`config.mk`:
```
export PLATFORM = sky130hd
export DESIGN_NAME = rcsr_top
export DESIGN_NICKNAME = d
export VERILOG_FILES = /design/src/inc/rcsr_pkg.sv /design/src/verilog/rcsr_top.sv /design/src/verilog/rcsr_cell.sv
export SDC_FILE = /design/constraint.sdc
export NUM_CORES = 1
export LEC_CHECK = 0
export BUFFER_PORTS_ARGS = -buffer_cell sky130_fd_sc_hd__buf_2
export CAP_MARGIN = 10
export CORE_MARGIN = 3
export CORE_UTILIZATION = 45
export DETAILED_ROUTE_END_ITERATION = 10
export MAX_ROUTING_LAYER = met4
export PLACE_DENSITY = 0.88
export SYNTH_ARGS = -nofsm -noshare
export SYNTH_HDL_FRONTEND = slang
export SYNTH_SLANG_ARGS = --single-unit
```
`constraint.sdc`:
```
create_clock -name core_clk -period 3.7 [get_ports core_clk]
set_clock_uncertainty 0.1 [all_clocks]
set_input_delay 0.555 -clock core_clk [delete_from_list [all_inputs] [get_ports core_clk]]
set_output_delay 0.555 -clock core_clk [all_outputs]
set_load 0.005 [all_outputs]
```
`src/inc/rcsr_pkg.sv`:
```
package rcsr_pkg;
   localparam int RCSR_WIDTH = 4;
   localparam logic [RCSR_WIDTH-1:0] RCSR_CLEAR = 4'h0;
   localparam logic [RCSR_WIDTH-1:0] RCSR_FULL = 4'hf;

   typedef enum logic [1:0] {
      RCSR_MODE_COUNT = 2'b00,
      RCSR_MODE_SHIFT = 2'b01
   } rcsr_mode_t;

   // One group of pulse inputs, raw levels
   typedef struct packed {
      logic count_pulse;
      logic serial_shift;
      logic parallel_shift;
   } rcsr_pulse_t;

   // Complementary serial input pair
   typedef struct packed {
      logic set_lvl;
      logic reset_lvl;
   } rcsr_serial_t;
endpackage

```
`src/verilog/rcsr_top.sv`:
```
`timescale 1ns/1ps
// How it works
// [RQ1] N cells form an N-bit binary counter from zero to all ones.
// [RQ2] Count pulse toggles cell 0; each cell output triggers the next.
// [RQ3] Stage changes only on rising trigger; next advances on one-to-zero.
// [RQ4] Each next stage changes once per two changes of its predecessor.
// [RQ5] Reset pulse clears every stage before counting.
// [RQ6] Four stages read all ones after fifteen pulses from zero.
// [RQ7] Driver keeps set/reset enables primed or inhibited until due.
// [RQ8] Load in parallel or serially; shift out serially either way.
// [RQ9] On shift pulse each cell captures its two level inputs; rcsr_cell reads set_lvl only and leaves reset_lvl unused.
// [RQ10] Driver gives complementary set and reset level inputs.
// [RQ11] Cell toggles when stored differs from incoming, else holds.
// [RQ12] Chained cell: set from previous complement, reset from previous true.
// [RQ13] Serial source supplies both polarities, crossed like between cells.
// [RQ14] Parallel: reset from source true, set from source complement.
// [RQ15] Separate serial and parallel shift pulses with own gate pairs.
// [RQ16] All cells shift together using predecessor's pre-pulse value.
// [RQ17] Group controls clear or set all cells at once.
// [RQ18] Per-cell direct overrides force one or zero, held safely.
// [RQ19] Pulses detected as rising edges of the system clock.
module rcsr_top #(
   parameter int WIDTH = rcsr_pkg::RCSR_WIDTH
) (
   input wire logic core_clk,
   input wire logic rst,
   input wire rcsr_pkg::rcsr_mode_t mode,
   input wire rcsr_pkg::rcsr_pulse_t pulses,
   input wire rcsr_pkg::rcsr_serial_t serial_in,
   input wire logic [WIDTH-1:0] par_true,
   input wire logic [WIDTH-1:0] par_comp,
   input wire logic group_set,
   input wire logic group_reset,
   input wire logic [WIDTH-1:0] force_one,
   input wire logic [WIDTH-1:0] force_zero,
   output logic [WIDTH-1:0] cells_q,
   output logic [WIDTH-1:0] cells_n_q,
   output logic serial_out_q
);
   import rcsr_pkg::*;

   rcsr_pulse_t pulses_q;
   logic count_rise;
   logic ser_rise;
   logic par_rise;
   logic is_shift;
   logic [WIDTH-1:0] bits;
   logic [WIDTH-1:0] trig;
   logic [WIDTH-1:0] tog;
   logic [WIDTH-1:0] set_in;
   logic [WIDTH-1:0] rst_in;
   logic [WIDTH-1:0] next_bits;

   // Previous pulse levels for edge detection
   always_ff @(posedge core_clk) begin
      if (rst) begin
         pulses_q <= '0;
      end else begin
         pulses_q <= pulses; // RQ19
      end
   end

   assign is_shift = (mode == RCSR_MODE_SHIFT);
   // Undefined mode codes ignore counted pulses as well as shifts
   assign count_rise = pulses.count_pulse & ~pulses_q.count_pulse
      & (mode == RCSR_MODE_COUNT); // RQ19
   assign ser_rise = pulses.serial_shift & ~pulses_q.serial_shift & is_shift; // RQ19
   assign par_rise = pulses.parallel_shift & ~pulses_q.parallel_shift & is_shift & ~ser_rise;

   // Ripple collapsed into one cycle: stage k toggles when all lower stages fall
   always_comb begin
      trig[0] = count_rise; // RQ2
      for (int k = 1; k < WIDTH; k++) begin
         trig[k] = trig[k-1] & bits[k-1]; // RQ3 RQ4
      end
      tog = trig; // RQ1 RQ6
   end

   // Level inputs taken from pre-pulse state of the chain, or from par_comp/par_true on a parallel shift
   always_comb begin
      if (par_rise) begin
         set_in = par_comp; // RQ14
         rst_in = par_true; // RQ14
      end else begin
         set_in = {~bits[WIDTH-2:0], serial_in.set_lvl}; // RQ12 RQ13
         rst_in = {bits[WIDTH-2:0], serial_in.reset_lvl}; // RQ12 RQ16
      end
   end

   for (genvar i = 0; i < WIDTH; i++) begin : g_cell
      rcsr_cell u_cell (
         .core_clk(core_clk),
         .rst(rst), // RQ5
         .toggle_en(tog[i]),
         .load_en(ser_rise | par_rise), // RQ9 RQ11 RQ15
         .set_lvl(set_in[i]),
         .reset_lvl(rst_in[i]),
         .group_set(group_set), // RQ17
         .group_reset(group_reset), // RQ17
         .force_one(force_one[i]), // RQ18
         .force_zero(force_zero[i]), // RQ18
         .bit_q(bits[i])
      );
   end

   assign cells_q = bits;

   // Complement and serial tap registered from the same next values
   always_ff @(posedge core_clk) begin
      if (rst) begin
         cells_n_q <= '1;
         serial_out_q <= 1'b0;
      end else begin
         cells_n_q <= ~next_bits;
         serial_out_q <= next_bits[WIDTH-1]; // RQ8
      end
   end

   always_comb begin
      next_bits = bits;
      for (int k = 0; k < WIDTH; k++) begin
         if (tog[k]) begin
            next_bits[k] = ~bits[k];
         end
         if (ser_rise | par_rise) begin
            if (bits[k] && set_in[k]) begin
               next_bits[k] = 1'b0;
            end else if (!bits[k] && !set_in[k]) begin
               next_bits[k] = 1'b1;
            end
         end
         if (group_reset || force_zero[k]) begin
            next_bits[k] = 1'b0;
         end else if (group_set || force_one[k]) begin
            next_bits[k] = 1'b1;
         end
      end
   end

   // Assertions
   count_step_a: assert property (@(posedge core_clk) disable iff (rst) // RQ1
      count_rise && !group_set && !group_reset && force_one == '0 && force_zero == '0
      |=> cells_q == $past(cells_q) + 1'b1)
      else $error("counter did not advance by one");
   count_hold_a: assert property (@(posedge core_clk) disable iff (rst) // RQ3
      !count_rise && !ser_rise && !par_rise && !group_set && !group_reset
      && force_one == '0 && force_zero == '0 |=> $stable(cells_q))
      else $error("cells changed without a pulse");
   reset_clear_a: assert property (@(posedge core_clk) rst |=> cells_q == '0) // RQ5
      else $error("reset did not clear cells");
   serial_shift_a: assert property (@(posedge core_clk) disable iff (rst) // RQ16
      ser_rise && !group_set && !group_reset && force_one == '0 && force_zero == '0
      |=> cells_q == {$past(cells_q[WIDTH-2:0]), $past(serial_in.reset_lvl)})
      else $error("serial shift wrong");
   par_load_a: assert property (@(posedge core_clk) disable iff (rst) // RQ14
      par_rise && !group_set && !group_reset && force_one == '0 && force_zero == '0
      |=> cells_q == $past(par_true))
      else $error("parallel load wrong");
   group_reset_a: assert property (@(posedge core_clk) group_reset |=> cells_q == '0) // RQ17
      else $error("group reset failed");
   group_set_a: assert property (@(posedge core_clk) disable iff (rst) // RQ17
      group_set && !group_reset && force_zero == '0 |=> cells_q == '1)
      else $error("group set failed");
   force_bit_a: assert property (@(posedge core_clk) disable iff (rst) // RQ18
      force_zero[0] |=> !cells_q[0])
      else $error("force zero failed");
   comp_out_a: assert property (@(posedge core_clk) disable iff (rst) // RQ12
      cells_n_q == ~cells_q)
      else $error("complement mismatch");
   serial_tap_a: assert property (@(posedge core_clk) disable iff (rst) // RQ8
      serial_out_q == cells_q[WIDTH-1])
      else $error("serial tap mismatch");
   edge_only_a: assert property (@(posedge core_clk) disable iff (rst) // RQ19
      pulses_q.count_pulse && pulses.count_pulse |-> !count_rise)
      else $error("level treated as edge");
   wrap_c: cover property (@(posedge core_clk) cells_q == RCSR_FULL ##1 cells_q == RCSR_CLEAR);
   ser_c: cover property (@(posedge core_clk) ser_rise);
   par_c: cover property (@(posedge core_clk) par_rise);
endmodule

```
`src/verilog/rcsr_cell.sv`:
```
`timescale 1ns/1ps
module rcsr_cell (
   input wire logic core_clk,
   input wire logic rst,
   input wire logic toggle_en,
   input wire logic load_en,
   input wire logic set_lvl,
   input wire logic reset_lvl,
   input wire logic group_set,
   input wire logic group_reset,
   input wire logic force_one,
   input wire logic force_zero,
   output logic bit_q
);
   logic bit_d;

   always_comb begin
      bit_d = bit_q;
      if (toggle_en) begin
         bit_d = ~bit_q;
      end
      // Toggle when stored bit differs from incoming; set side carries complement
      if (load_en) begin
         if (bit_q && set_lvl) begin
            bit_d = 1'b0;
         end else if (!bit_q && !set_lvl) begin
            bit_d = 1'b1;
         end
      end
   end

   always_ff @(posedge core_clk) begin
      if (rst || group_reset || force_zero) begin
         bit_q <= 1'b0;
      end else if (group_set || force_one) begin
         bit_q <= 1'b1;
      end else begin
         bit_q <= bit_d;
      end
   end
endmodule

```
After elaboration in Yosys (flattened, before gate mapping)
Cells that the tools add are included.
- bits in registers: 12
- bits of input ports: 27
- output and inout port bits: 9
- logic and storage cells: 86
- eq/ne operators: 1
- mux-type cells: 25
- bitwise gates (word level): 21
- reduce and logical (&&, ||, !) cells: 30
- operators by type and width (operator ; count):
    two-way mux 1 bit ; 24
    logical OR 1 bit ; 13
    bitwise AND 1 bit ; 10
    logical AND 1 bit ; 8
    zero test 1 bit ; 8
    inverter 1 bit ; 8
    two-way mux 4 bit ; 1
    inverter 4 bit ; 1
    inverter 3 bit ; 1
    equality test 2 x 1 -> 1 bit, second input constant ; 1
    zero test 2 bit ; 1
    OR 1 bit ; 1

Longest topological paths before layout
- depth after elaboration: 14
- mapped depth: 8
- gate-level depth less buffers: 8

Modules after synthesis
Synthesis repeated with hierarchy kept, for this count alone.
- cells, all modules: 94
- area total of the unflattened synthesis: 775.7 µm²
- modules (own cells, without submodules) (module ; instances ; cells an instance ; area each (µm²) ; seq. area each (µm²)):
    rcsr_top ; 1 ; 70 ; 555.5 ; 160.2
    rcsr_cell ; 4 ; 6 ; 55.1 ; 20.0

Least setup slack after synthesis
No wires, ideal clock.
- path type: input port to flip-flop
- start: input mode[1]
- end: register g_cell[2].u_cell.bit_q
- library setup time: 0.117 ns
- data arrival time: 2.089 ns
- data required time: 3.483 ns
- setup slack: 1.393 ns
- stages on the path: 6
- path buffers: 0
- cells stage by stage: nor4b_1 > ha_1 > ha_1 > ha_1 > a211o_1 > a32o_1
- word-level cells in the longest chain between the ends: 11
- elaborated cells between the ends (all ways): 19
- classes of those cells: eq/ne: 1; mux: 6; bitwise: 8; reduce/logical: 4
- ends and longest elaborated chain (item ; line ; RTL):
    from (decl) ; rcsr_top.sv:27 ; input wire rcsr_pkg::rcsr_mode_t mode,
    equality test 2 x 1 -> 1 bit ; rcsr_top.sv:63 ; assign is_shift = (mode == RCSR_MODE_SHIFT);
    bitwise AND 1 bit ; rcsr_top.sv:67 ; assign ser_rise = pulses.serial_shift & ~pulses_q.serial_shift & is_shift;
    inverter 1 bit ; rcsr_top.sv:68 ; assign par_rise = pulses.parallel_shift & ~pulses_q.parallel_shift & is_shift & ~ser_rise;
    bitwise AND 1 bit ; rcsr_top.sv:68 ;
    two-way mux 4 bit ; rcsr_top.sv:81 ; if (par_rise) begin
    zero test 1 bit ; rcsr_cell.sv:26 ; end else if (!bit_q && !set_lvl) begin
    logical AND 1 bit ; rcsr_cell.sv:26 ;
    two-way mux 1 bit ; rcsr_cell.sv:26 ;
    two-way mux 1 bit ; rcsr_cell.sv:24 ; if (bit_q && set_lvl) begin
    two-way mux 1 bit * ; rcsr_cell.sv:23 ; if (load_en) begin
    two-way mux 1 bit * ; rcsr_cell.sv:35 ; end else if (group_set || force_one) begin
    to (signal assigned) ; rcsr_cell.sv:38 ; bit_q <= bit_d;
    to (decl) ; rcsr_cell.sv:13 ; output logic bit_q
Mark *: on every way between the ends. The rest lies on a longest branch, timed or not.
A chain may end at the register's enable or synchronous reset.

Worst setup path in the final report
- start: input mode[0]
- end: register g_cell[2].u_cell.bit_q
The elaborated chain is that of the path after synthesis.

==> impl_results.md <==
* Status: complete, no violations
* Cell area after synthesis at 638 µm²
* RSZ-0062 raised after global routing: false
* Htree depth at 1
* Post-Syn Instances at 60
* Clock slew at reported path FFs at 0.07 ns
* Register area share after synthesis at 37.6%
* Initial antenna violation count at 0
* Top post-synthesis cells by area: dfxtp_1 (38%), nand2b_4 (6.5%), ha_1 (5.9%)
* Clock sink total at 12
* Main flop type after synthesis: dfxtp_1
* Fmax at 432 MHz
* Vias per cell at 5.78
* RePlAce Congestion at 0.709
* Share of post-route cells with drive strength above 1 at 43.8%
* Worst Max-Slew Pin Slew at 0.421 ns
* Fraction of registers with async set/reset at 0%
* PostCTS Resize Cnt at 0
* VDD IR max at 0.173 mV
* Initial Util at 52.5%
* Seq pwr share at 52.8%
* FILL cells at 102
* Seq cells post-synth at 12
* Largest net degree at the start of global routing at 8
* Cell area after placement at 776 µm²
* Top cell type by total area after synthesis: dfxtp_1
* Initial drt markers at 16
* Period utilisation layout at 62.5%
* Clock Path Buffers at 2
* Gate power share at 17.5%
* Via count at 595
* Ports at 36
* Final setup viols at 0
* Die width at 43.7 µm
* CTS tree: yes
* Simple-gate share of the synthesized area at 22.0%
* Finished Cell Area at 798 µm²
* Mux contribution to synthesized area at 4.71%
* Sw power at 0.0000635 W
* Post-synthesis xor/xnor area fraction at 0%
* Slew HR at 71.5%
* Cell depth of the worst hold path at 3
* Place WS at 1.11 ns
* Drt total wl at 1.38 mm
* Top cells by count, synth: dfxtp_1 (12), nor2b_1 (5), buf_4 (4)
* Clk_lat worst skew at 0.27 ns
* Gr ovfl total at 0
* Count leader, synth: dfxtp_1
* PortBufs at 30
* Power Density at 325 mW/mm²
* Crit. End Element: flop
* Int Power at 0.000196 W
* WP data required at 3.76 ns
* GRT Total Usage at 16.2%
* HP Class: in -> reg
* Yosys top cell area share at 37.6%
* Die area at 0.00191 mm²
* # nets final at 121
* Root buffer cell: clkbuf_4
* Peak fanout along the critical path at 4
* Clock share of power at 29.7%
* Synth Area in Compound Gates at 23.9%
* Leakage power at 0.366 nW
* Largest family of logic cells by synthesized area: compound AO/OA/AOI/OAI gates
* Post-synthesis adder-cell area fraction at 5.88%
* Minimum clock period at 2.31 ns
* DRT Pass-1 Iters at 4
* Setup CP Type: in -> reg
* Critical path arrival at 2.38 ns
* Core ar. at 0.00122 mm²
* Final slew viol count at 0
* Fin cells at 103
* Net Sw Frac at 24.4%
* Final WS setup at 1.39 ns
* Hpwl dp at 1.10 mm
* Drt wl/cell at 13.4 µm
* Hold buffer count at CTS at 0
* First-pass GRT wire length at 2.24 mm
* Number of max-cap violations at 0
* # rows at 12
* Count of unique library cells instantiated by Yosys at 25
* Routed Antenna Nets at 0
* Syn Nets at 90
* Height of the die at 43.7 µm
* CTS Buf Count at 3
* Area Overhead vs Synth at 25.1%
* Fin Setup TNS at 0 ns
* Post-CTS setup buffer count at 0
* Hold Violations, Final at 0
* Ant. Diodes at 0
* Syn avg cell area at 10.6 µm²
* Number of global-route vias before repair at 557
* Placed cells at 100
* Crit path launch type: input pin
* Post-synth EDFFs at 0
* R2R cell count at 6
* DRC errors left at 0
* YS warnings at 0
## flip-flops by register name, summed over array words and instances (netlist names)
name	count
serial_out_q	1
pulses_q	3
cells_n_q	4
g_cell.u_cell.bit_q	4
## layout by cell type, fill, tap and decap left out, types with 2 or more instances in the layout
master	count
buf_2	30
nor2b_1	5
a32oi_1	2
mux2i_1	3
a21boi_1	2
nor3_1	3
a211o_1	2
nand2b_4	3
a32o_1	2
nor2_1	2
a21o_1	2
dfxtp_1	12
a21oi_1	3
clkbuf_4	3
ha_1	3
inv_1	2
## cell families (layout without fill, tap and decap cells)
| group | count (synthesis) | after routing |
|---|---|---|
| adder cells (fa/ha/maj) | 3 | 3 |
| AO/OA/AOI/OAI | 19 | 19 |
| flip-flops | 12 | 12 |
| multiplexers | 3 | 3 |
| buffers and inverters | 6 | 35 |
| AND/OR/NAND/NOR | 17 | 17 |
## worst max-delay path: stages
cell,delay (ns)
buf_2,0.12
nor4b_1,0.40
ha_1,0.30
ha_1,0.24
ha_1,0.25
a211o_1,0.28
a32o_1,0.21
## layer usage
layer | track usage, % | share of wire [%]
met1 | 17.7 | 43
met2 | 27.6 | 48
met3 | 2.49 | 7.0
met4 | 9.04 | 1.8
met5 | - | 0
## per-stage QoR
stage	hold WS [ns]	utilization, %	total power [W]
after CTS	0.400	65.6	0.000263
after floorplan	0.469	-	0.000165
after global placement	0.500	63.8	0.000184
after global routing	0.421	65.6	0.000274
final	0.414	65.6	0.000260
after detailed placement	0.509	63.8	0.000185
## layout make-up
type	instances	area, µm²	share of cell area [%]
inverter	2	7.51	0.940
multi-input combinational	42	360	45.1
clock buffer	3	22.5	2.82
timing repair buffer	30	150	18.8
tap	14	17.5	2.19
sequential	12	240	30.1
## path summary, 6_finish.rpt
check	from	end	slack, ns
worst max-delay path	mode[0]	g_cell[2].u_cell.bit_q$_SDFF_PP0_	1.39
worst min-delay path	force_zero[0]	cells_n_q[0]$_SDFF_PP1_	0.41
worst max register to register	pulses_q[2]$_SDFF_PP0_	g_cell[2].u_cell.bit_q$_SDFF_PP0_	1.54
worst min register to register	g_cell[3].u_cell.bit_q$_SDFF_PP0_	serial_out_q$_SDFF_PP0_	0.54
## power by group through the flow
stage | clock (W) | combinational [W] | sequential [W]
after CTS | 0.0000808 | 0.0000456 | 0.000137
after global placement | 0 | 0.0000437 | 0.000140
after global routing | 0.0000868 | 0.0000501 | 0.000138
final | 0.0000770 | 0.0000455 | 0.000137
after floorplan | 0 | 0.0000253 | 0.000140
after detailed placement | 0 | 0.0000453 | 0.000140
Note: power is estimated with default switching activity, not from simulation.
